### config.mk
export PLATFORM = sky130hd
export DESIGN_NAME = cassette_loader_keys
export DESIGN_NICKNAME = d
export VERILOG_FILES = /design/src/loader_pkg.sv /design/src/cassette_loader_keys.sv
export VERILOG_INCLUDE_DIRS = /design/src /design/src/src
export SDC_FILE = /design/constraint.sdc
export NUM_CORES = 1
export LEC_CHECK = 0
export BUFFER_PORTS_ARGS = -buffer_cell sky130_fd_sc_hd__buf_2
export CAP_MARGIN = 20
export CORE_ASPECT_RATIO = 0.9
export CORE_MARGIN = 2
export CORE_UTILIZATION = 40
export CTS_CLUSTER_SIZE = 10
export DETAILED_ROUTE_END_ITERATION = 7
export GPL_TIMING_DRIVEN = 0
export PLACE_DENSITY = 0.55
export SYNTH_ARGS = -nofsm -noshare
export SYNTH_HDL_FRONTEND = slang
export SYNTH_SLANG_ARGS = --single-unit
### constraint.sdc
create_clock -name clk_i -period 13.2 [get_ports clk_i]
set_input_delay 2.64 -clock clk_i [delete_from_list [all_inputs] [get_ports clk_i]]
set_output_delay 2.64 -clock clk_i [all_outputs]
set_load 0.02 [all_outputs]
### src/loader_cfg.svh
// Purpose: Offsets, field positions, reset values and timing for the loader
// Assumes: Word-aligned Wishbone slave with 32-bit data
// Notes: Definitions only
`ifndef LOADER_CFG_SVH
`define LOADER_CFG_SVH
// Register byte offsets
`define REG_CTRL 8'h00
`define REG_STAT 8'h04
`define REG_WRCNT 8'h08
`define REG_FRCNT 8'h0C
`define REG_CAP 8'h10
// Control register fields
`define CTRL_LEN_LSB 0
`define CTRL_LEN_MSB 15
`define CTRL_CMT_LSB 16
`define CTRL_CMT_MSB 20
`define CTRL_FR_LSB 24
`define CTRL_FR_MSB 26
`define CTRL_RESET 32'h0000_0FA0
// Status bit for a refused cassette write, cleared by writing one
`define STAT_REFUSED 8
// Storage block limits and sizes
`define CMT_BLOCKS_MAX 5'h18
`define FR_BLOCKS_MAX 3'h4
`define STEPS_PER_BLOCK 16'h01F4
`define CMT_PTS_PER_BLOCK 16'h0032
`define FR_PTS_PER_BLOCK 16'h01F4
// Lamp blink half period
`define BLINK_HALF_MS 250
`define CLK_MHZ 100
`define BLINK_HALF_CYC ((`BLINK_HALF_MS) * (`CLK_MHZ) * 1000)
`endif

### src/loader_pkg.sv
// Purpose: Types shared by the loader
// Assumes: Nothing
// Notes: Constants live in loader_cfg.svh
package loader_pkg;
    typedef enum logic [1:0] {ST_IDLE, ST_ARM_LOAD, ST_ARM_BACK, ST_COPY} ldr_state_t;
    // Copy direction: into internal EEPROM or into the cassette
    typedef enum logic {DIR_LOAD, DIR_BACKUP} copy_dir_t;
endpackage : loader_pkg

### src/cassette_loader_keys.sv
// Purpose: Key-driven copy between memory cassette and internal EEPROM
// Assumes: Inputs synchronous to clk_i; memories answer with one-cycle acks
// Notes: Copy data passes through a small FIFO
// Operation
// - Transfers only accepted while controller is stopped; presses while running ignored.
// - Load key press when idle lights load lamp steadily and arms load.
// - Backup key press while load armed cancels back to idle.
// - Second load press starts cassette-to-EEPROM copy; load lamp blinks meanwhile.
// - Load lamp goes off when the load copy finishes.
// - Backup key press when idle lights backup lamp steadily and arms backup.
// - Load key press while backup armed cancels back to idle.
// - Second backup press starts EEPROM-to-cassette copy; backup lamp blinks meanwhile.
// - Backup lamp goes off when the backup copy finishes.
// - No cassette write while the lock switch is on.
// - Continuous block copy to file register flash-writes every cycle; edge form once.
// - Comment storage is 0 to 24 blocks of 50 points, 500 steps each.
// - File register storage is 0 to 4 blocks of 500 points, 500 steps each.
// - With a cassette fitted, the cassette program is executed.
`timescale 1ns/100ps
`include "loader_cfg.svh"
// ****************************************************************
// Copy FIFO
// ****************************************************************
module copy_fifo #(
    parameter int WIDTH = 16,
    parameter int DEPTH = 8
) (
    input wire logic clk_i,
    input wire logic rst_i,
    input wire logic flush_i,
    input wire logic in_valid_i,
    output logic in_ready_o,
    input wire logic [WIDTH-1:0] in_data_i,
    output logic out_valid_o,
    input wire logic out_ready_i,
    output logic [WIDTH-1:0] out_data_o
);
    localparam int AW = $clog2(DEPTH);
    logic [WIDTH-1:0] mem_q [DEPTH];
    logic [AW-1:0] wp_q;
    logic [AW-1:0] rp_q;
    logic [AW:0] cnt_q;
    wire push = in_valid_i & in_ready_o;
    wire pop = out_valid_o & out_ready_i;
    // Honest full and empty from the fill count
    assign in_ready_o = (cnt_q != DEPTH[AW:0]);
    assign out_valid_o = (cnt_q != '0);
    assign out_data_o = mem_q[rp_q];
    // Storage write
    always_ff @(posedge clk_i)
    begin
        if (push)
            mem_q[wp_q] <= in_data_i;
    end
    // Pointers and count
    always_ff @(posedge clk_i)
    begin
        if (rst_i || flush_i)
        begin
            wp_q <= '0;
            rp_q <= '0;
            cnt_q <= '0;
        end
        else
        begin
            if (push)
                wp_q <= (wp_q == AW'(DEPTH - 1)) ? '0 : wp_q + 1'b1;
            if (pop)
                rp_q <= (rp_q == AW'(DEPTH - 1)) ? '0 : rp_q + 1'b1;
            cnt_q <= cnt_q + (AW+1)'(push) - (AW+1)'(pop);
        end
    end
endmodule : copy_fifo
// ****************************************************************
// Loader top
// ****************************************************************
module cassette_loader_keys
    import loader_pkg::*;
#(
    parameter int DATA_W = 16,
    parameter int ADDR_W = 16,
    parameter int FIFO_DEPTH = 8,
    parameter int BLINK_HALF = `BLINK_HALF_CYC
) (
    input wire logic clk_i,
    input wire logic rst_i,
    // Wishbone slave
    input wire logic cyc_i,
    input wire logic stb_i,
    input wire logic we_i,
    input wire logic [7:0] adr_i,
    input wire logic [3:0] sel_i,
    input wire logic [31:0] dat_i,
    output logic [31:0] dat_o,
    output logic ack_o,
    // Operator side
    input wire logic key_load_i,
    input wire logic key_backup_i,
    input wire logic lock_on_i,
    input wire logic run_i,
    input wire logic cassette_present_i,
    output logic lamp_load_o,
    output logic lamp_backup_o,
    output logic exec_from_cassette_o,
    // Block copy instruction into a file register
    input wire logic blk_copy_active_i,
    input wire logic blk_copy_edge_form_i,
    output logic fr_flash_wr_o,
    // Memory read port, sel 1 = cassette, 0 = internal EEPROM
    output logic rd_req_o,
    output logic rd_sel_o,
    output logic [ADDR_W-1:0] rd_addr_o,
    input wire logic rd_ack_i,
    input wire logic [DATA_W-1:0] rd_data_i,
    // Memory write port, same selection
    output logic wr_req_o,
    output logic wr_sel_o,
    output logic [ADDR_W-1:0] wr_addr_o,
    output logic [DATA_W-1:0] wr_data_o,
    input wire logic wr_ack_i
);
    // ****************************************************************
    // Declarations
    // ****************************************************************
    ldr_state_t state_q, state_d;
    copy_dir_t dir_q;
    logic key_load_q, key_backup_q, blk_prev_q;
    logic [31:0] ctrl_q;
    logic refused_q;
    logic [15:0] wrcnt_q, frcnt_q;
    logic [31:0] blink_cnt_q;
    logic blink_q;
    logic [ADDR_W-1:0] rd_ptr_q, wr_ptr_q;
    logic rd_busy_q;
    logic ack_q;
    logic [31:0] dat_q;
    logic fifo_in_ready, fifo_out_valid;
    logic [DATA_W-1:0] fifo_out_data;
    // ****************************************************************
    // Key edges and state decode
    // ****************************************************************
    // Single presses are rising edges of the key levels
    wire load_press = key_load_i & ~key_load_q;
    wire backup_press = key_backup_i & ~key_backup_q;
    wire keys_live = ~run_i;
    wire [ADDR_W-1:0] copy_len = ADDR_W'(ctrl_q[`CTRL_LEN_MSB:`CTRL_LEN_LSB]);
    wire to_cassette = (dir_q == DIR_BACKUP);
    wire copying = (state_q == ST_COPY);
    wire copy_done = copying && (wr_ptr_q == copy_len);
    wire backup_start = (state_q == ST_ARM_BACK) && keys_live && backup_press;
    wire refuse_now = backup_start && lock_on_i;
    wire wb_req = cyc_i & stb_i & ~ack_q;
    wire wb_wr = wb_req & we_i;
    wire dir_next_backup = (state_q == ST_ARM_BACK);
    // Next state of the key sequencer
    always_comb
    begin
        state_d = state_q;
        case (state_q)
            ST_IDLE:
                if (keys_live && load_press)
                    state_d = ST_ARM_LOAD;
                else if (keys_live && backup_press)
                    state_d = ST_ARM_BACK;
            ST_ARM_LOAD:
                if (!keys_live)
                    state_d = ST_IDLE;
                else if (backup_press)
                    state_d = ST_IDLE;
                else if (load_press)
                    state_d = ST_COPY;
            ST_ARM_BACK:
                if (!keys_live)
                    state_d = ST_IDLE;
                else if (load_press)
                    state_d = ST_IDLE;
                else if (backup_press)
                    state_d = lock_on_i ? ST_IDLE : ST_COPY;
            ST_COPY:
                if (copy_done)
                    state_d = ST_IDLE;
            default:
                state_d = ST_IDLE;
        endcase
    end
    // Sequencer registers and key history
    always_ff @(posedge clk_i)
    begin
        if (rst_i)
        begin
            state_q <= ST_IDLE;
            dir_q <= DIR_LOAD;
            key_load_q <= 1'b0;
            key_backup_q <= 1'b0;
        end
        else
        begin
            state_q <= state_d;
            key_load_q <= key_load_i;
            key_backup_q <= key_backup_i;
            if (state_d == ST_COPY && !copying)
                dir_q <= dir_next_backup ? DIR_BACKUP : DIR_LOAD;
        end
    end
    // ****************************************************************
    // Lamps
    // ****************************************************************
    // Blink divider runs only while copying
    always_ff @(posedge clk_i)
    begin
        if (rst_i || !copying)
        begin
            blink_cnt_q <= '0;
            blink_q <= 1'b1;
        end
        else if (blink_cnt_q == 32'(BLINK_HALF - 1))
        begin
            blink_cnt_q <= '0;
            blink_q <= ~blink_q;
        end
        else
            blink_cnt_q <= blink_cnt_q + 32'h0000_0001;
    end
    // Steady when armed, blinking while copying, off otherwise
    assign lamp_load_o = (state_q == ST_ARM_LOAD)
        | (copying & ~to_cassette & blink_q);
    assign lamp_backup_o = (state_q == ST_ARM_BACK)
        | (copying & to_cassette & blink_q);
    assign exec_from_cassette_o = cassette_present_i;
    // ****************************************************************
    // Copy engine
    // ****************************************************************
    // Reads stall on a full FIFO; one read outstanding at a time
    assign rd_req_o = copying & rd_busy_q;
    assign rd_sel_o = ~to_cassette;
    assign rd_addr_o = rd_ptr_q;
    assign wr_req_o = copying & fifo_out_valid & ~(to_cassette & lock_on_i);
    assign wr_sel_o = to_cassette;
    assign wr_addr_o = wr_ptr_q;
    assign wr_data_o = fifo_out_data;
    wire rd_take = rd_req_o & rd_ack_i;
    wire wr_take = wr_req_o & wr_ack_i;
    // Read and write pointers
    always_ff @(posedge clk_i)
    begin
        if (rst_i || !copying)
        begin
            rd_ptr_q <= '0;
            wr_ptr_q <= '0;
            rd_busy_q <= 1'b0;
        end
        else
        begin
            if (rd_take)
            begin
                rd_ptr_q <= rd_ptr_q + 1'b1;
                rd_busy_q <= 1'b0;
            end
            else if (!rd_busy_q && fifo_in_ready && rd_ptr_q != copy_len)
                rd_busy_q <= 1'b1;
            if (wr_take)
                wr_ptr_q <= wr_ptr_q + 1'b1;
        end
    end
    // Data buffer between read and write ports
    copy_fifo #(
        .WIDTH(DATA_W),
        .DEPTH(FIFO_DEPTH)
    ) u_fifo (
        .clk_i(clk_i),
        .rst_i(rst_i),
        .flush_i(~copying),
        .in_valid_i(rd_take),
        .in_ready_o(fifo_in_ready),
        .in_data_i(rd_data_i),
        .out_valid_o(fifo_out_valid),
        .out_ready_i(wr_ack_i & wr_req_o),
        .out_data_o(fifo_out_data)
    );
    // ****************************************************************
    // File register flash writes and endurance counting
    // ****************************************************************
    // Continuous form writes every cycle, edge form on rising condition
    assign fr_flash_wr_o = blk_copy_active_i & (~blk_copy_edge_form_i | ~blk_prev_q);
    wire load_finished = copy_done & ~to_cassette;
    // Saturating counts for software to watch: finished load copies plus flash writes, and flash writes alone
    always_ff @(posedge clk_i)
    begin
        if (rst_i)
        begin
            blk_prev_q <= 1'b0;
            wrcnt_q <= '0;
            frcnt_q <= '0;
        end
        else
        begin
            blk_prev_q <= blk_copy_active_i;
            if ((load_finished || fr_flash_wr_o) && wrcnt_q != 16'hFFFF)
                wrcnt_q <= wrcnt_q + 16'h0001;
            if (fr_flash_wr_o && frcnt_q != 16'hFFFF)
                frcnt_q <= frcnt_q + 16'h0001;
        end
    end
    // ****************************************************************
    // Capacity decode
    // ****************************************************************
    wire [4:0] cmt_blk = ctrl_q[`CTRL_CMT_MSB:`CTRL_CMT_LSB];
    wire [2:0] fr_blk = ctrl_q[`CTRL_FR_MSB:`CTRL_FR_LSB];
    wire [15:0] cap_steps = 16'((16'(cmt_blk) + 16'(fr_blk)) * `STEPS_PER_BLOCK);
    wire [15:0] cmt_pts = 16'(16'(cmt_blk) * `CMT_PTS_PER_BLOCK);
    wire [15:0] fr_pts = 16'(16'(fr_blk) * `FR_PTS_PER_BLOCK);
    wire [4:0] cmt_wr = dat_i[`CTRL_CMT_MSB:`CTRL_CMT_LSB];
    wire [2:0] fr_wr = dat_i[`CTRL_FR_MSB:`CTRL_FR_LSB];
    // Block counts above the limits clamp to the limits
    wire [4:0] cmt_clamp = (cmt_wr > `CMT_BLOCKS_MAX) ? `CMT_BLOCKS_MAX : cmt_wr;
    wire [2:0] fr_clamp = (fr_wr > `FR_BLOCKS_MAX) ? `FR_BLOCKS_MAX : fr_wr;
    // Control write word and byte lane mask; unused bits stay zero
    wire [31:0] ctrl_wr = {5'h00, fr_clamp, 3'h0, cmt_clamp, dat_i[`CTRL_LEN_MSB:`CTRL_LEN_LSB]};
    wire [31:0] lane_mask = {{8{sel_i[3]}}, {8{sel_i[2]}}, {8{sel_i[1]}}, {8{sel_i[0]}}};
    // ****************************************************************
    // Wishbone slave
    // ****************************************************************
    wire [31:0] stat_word = {20'h00000, 3'h0, refused_q, 1'b0, lock_on_i,
        cassette_present_i, run_i, 1'b0, dir_q, state_q};
    wire [31:0] rd_mux =
        (adr_i == `REG_CTRL) ? ctrl_q :
        (adr_i == `REG_STAT) ? stat_word :
        (adr_i == `REG_WRCNT) ? {16'h0000, wrcnt_q} :
        (adr_i == `REG_FRCNT) ? {16'h0000, frcnt_q} :
        (adr_i == `REG_CAP) ? {cmt_pts, cap_steps} : 32'h0000_0000;
    wire ctrl_we = wb_wr && adr_i == `REG_CTRL && copying == 1'b0;
    wire stat_we = wb_wr && adr_i == `REG_STAT && sel_i[1];
    assign ack_o = ack_q;
    assign dat_o = dat_q;
    // Control register, refused flag, ack and read data
    always_ff @(posedge clk_i)
    begin
        if (rst_i)
        begin
            ctrl_q <= `CTRL_RESET;
            refused_q <= 1'b0;
            ack_q <= 1'b0;
            dat_q <= '0;
        end
        else
        begin
            ack_q <= wb_req;
            dat_q <= wb_req ? rd_mux : 32'h0000_0000;
            if (ctrl_we)
                ctrl_q <= (ctrl_q & ~lane_mask) | (ctrl_wr & lane_mask);
            // Set wins over a clear in the same cycle
            if (refuse_now)
                refused_q <= 1'b1;
            else if (stat_we && dat_i[`STAT_REFUSED])
                refused_q <= 1'b0;
        end
    end
endmodule : cassette_loader_keys

==> results.md <==
- Nets@finish: ~1700
- Crit path kind: input port to primary output
- Synth Area in Compound Gates: under 10%
- H-tree levels: 2
- Core ar.: about 36000 um^2
- DR pass1 iterations: 5
- Xor/xnor share of the synthesized area: under 10%
- Met2 wire length: roughly 16000 um
- Final core occ: a little under half
- Hold endpoint: ctrl_q[28]
- MaxCap Viol Count: 0
- PortBufs: 151
- Clock Latency Late Sink: between 0.5 and 0.6 ns
- Register bit total from synthesis: ~310
- Post-synthesis mux area share: roughly 8%
- Root buf cell: clkbuf_16
- Startpoint Class: input port
- Post-synth EDFFs: 128
- RSZ-0062 raised after global routing: no
- PwrDens: between 100 and 150 nW/um^2
- Seq/Total Area, Yosys: about half
- Gr usage total: between 20% and 30%
- Post-synthesis adder-cell area fraction: under 10%
- Boundary pin count: 163
- Peak supply drop: 0.0972 mV
- Area grow syn2layout: 18.9%
- Initial DRC count: 678
- Capturing point of the worst reg2reg path: dat_o[12]
- Rows: 66
- Met1 wire length: 18300 um
- DIE WIDTH: 204 um
- Placed Area: ~16000 um^2
- Commonest non-fill, non-tap cells in the layout: dfxtp_1 (183), buf_2 (157), nor2_1 (135), edfxtp_1 (128), nand2_1 (98)
- Worst-case reg-to-reg path depth: 18
- Wirelength per Cell: 18.7 um
- Hold path cells: 1
- Clock tree sinks: between 300 and 400
- Mapped Nets: about 1500
- Setup Fix Bufs, Post-CTS: 0
- Vias: 10509
- Dpl hpwl: 28600 um
- Worst-margin pin slew: around 1.0 ns
- Final Hold Viols: 0
- Final WS setup: ~6.9 ns
- Maximum fanout along the worst path: 6
- Post_cts resized: 0
- Die height: 184 um
- Setup TNS: 0 ns
- Worst Skew: between 0.01 and 0.015 ns
- Final wirelength: ~38000 um
- Cell area after synthesis: around 14000 um^2
- Max-Slew Margin vs Limit: a little under a third
- Minimum clock period: 6.31 ns
- Fraction of layout cells with a size suffix above 1: roughly a fifth
- Post-route ant nets: 0
- LEAKAGE: approximately 6.4 nW
- Fin crit share: 47.8%
- CTS tree: yes
- Main combinational cell family by area after synthesis: simple AND/OR/NAND/NOR gates
- Status: finished clean
- Clk slew on worst S/H paths: 0.05 ns
- Simple-gate portion of the synthesized area: 16.6%
- Peak Freq: 0.159 GHz
- Hold path startpoint: ctrl_q[28]
- Fin area: between 15000 and 20000 um^2
- Largest net degree at the start of global routing: 12
- GRT Residual Overflow: 0
- Post-route insts no fill: 2023
- First-pass GRT wire length: just under 60000 um
- Required time of the critical path: approximately 11 ns
- Post-synth ARST share: 0%
- Die area: roughly 38000 um^2
- Post-synth top flop: dfxtp_1
- Via density: between 5 and 6
- Setup crit end kind: primary output
- Initial antenna violation count: 1
- Gpl congestion: approximately 0.91
- HP Class: register to register
- CTS Hold Bufs: 0
- Place WS: 6.85 ns
- Clock Path Buffers: 3
- Residual DRC count: 0
- Post-Synthesis Cells: 1317
- Avg Inst Size Synth: around 11 um^2
- Most common cell after layout, fill and taps aside: dfxtp_1
- Setup violations, final: 0
- WHS: between 0.4 and 0.5 ns
- Highest routed layer: met4
- Initial Util: approximately 40%
- Dpl cells: about 2000
- R2R setup slack: around 8.2 ns
- DR WL met3: approximately 2800 um
- Ys Warns: 0
- Vias in the first global route: 9990
- Arrival time at the worst endpoint: approximately 3.7 ns
- Yosys cell types: a little under 60
- TritonCTS buffer count: 38
- Slew Viols, Final: 0
- Total Power: 2.03 mW
==> power by group <==
| group | internal [mW] | leakage (nW) | switching [mW] |
|---|---|---|---|
| Combinational | 0.0154 | 3.24 | 0.0301 |
| Clock | 0.575 | 0.556 | 0.401 |
| Sequential | 1.00 | 2.63 | 0.00290 |
==> logic make-up (layout without fill, tap and decap cells) <==
family          after synthesis  count (layout)
buf+inv                     118             347
flops                       311             311
compound gates              146             146
fa+ha+maj                    74              74
mux                          69              69
other cells                   0               1
xor+xnor                    119             119
simple gates                480             480
==> how the worst max path moves through the flow <==
stage / slack, ns / end / depth (start not counted) / start
6_report: 6.89 / fr_flash_wr_o / 3 / blk_copy_edge_form_i
5_1_grt: 6.80 / fr_flash_wr_o / 3 / blk_copy_edge_form_i
4_1_cts: 6.85 / fr_flash_wr_o / 3 / blk_copy_edge_form_i
3_5_place_dp: 6.85 / fr_flash_wr_o / 3 / blk_copy_edge_form_i
3_3_place_gp: 5.84 / u_fifo.mem_q[0][6] / 5 / rd_ack_i
2_1_floorplan: 7.21 / fr_flash_wr_o / 1 / blk_copy_active_i
==> cells in the mapped netlist (all sizes together) (3+ instances only) <==
library cell / number / area share [%]
nand2: 98 / 2.5
a31oi: 5 / 0.22
edfxtp: 128 / 27
or4: 7 / 0.42
nor3b: 6 / 0.31
clkbuf: 38 / 0.99
nand3: 51 / 1.8
o31ai: 6 / 0.31
a211o: 5 / 0.30
and3: 16 / 0.69
nand2b: 13 / 0.56
a22o: 4 / 0.24
or3: 14 / 0.61
mux4: 32 / 5.0
nand3b: 3 / 0.16
and4: 7 / 0.42
a21oi: 60 / 2.1
xnor2: 39 / 2.4
a21o: 6 / 0.31
o21ai: 33 / 1.1
fa: 16 / 2.2
xor2: 80 / 4.8
nand4: 25 / 1.1
a221oi: 5 / 0.30
nor2: 138 / 3.6
mux2i: 11 / 0.76
inv: 66 / 1.7
a211oi: 5 / 0.26
buf: 13 / 0.42
nor3: 30 / 1.1
nor2b: 17 / 0.74
nor4: 29 / 1.4
ha: 58 / 5.0
a21boi: 4 / 0.21
or2: 5 / 0.22
dfxtp: 183 / 25
mux2: 26 / 2.0
and2: 17 / 0.74
==> worst max-delay path, stage by stage <==
cell,delay (ns)
buf_2,0.09
a21boi_0,0.64
buf_2,0.29
==> registers in the layout, summed over array words and instances, names as in the netlist, 8 cells and up, named ones only <==
register,count
ctrl_q,8
frcnt_q,16
blink_cnt_q,32
rd_addr_o,16
dat_o,32
wrcnt_q,16
u_fifo.mem_q,128
wr_addr_o,16
==> final cells by class <==
cell class	instances	area [um^2]
fill	3354	18700
inverter	67	251
tap	476	596
timing repair buffer	165	953
multi-input combinational	888	6530
clock buffer	59	1060
antenna	1	2.50
clock inverter	5	91.3
sequential	311	7510
buffer	51	203
==> metal layers <==
| layer | GRT usage (%) | vias up |
|---|---|---|
| li1 | - | 5108 |
| met1 | 30.3 | 5046 |
| met2 | 29.4 | 294 |
| met3 | 4.15 | 61 |
| met4 | 5.65 | 0 |
| met5 | 0 | - |
No activity file was read; power rests on OpenSTA's default activity.
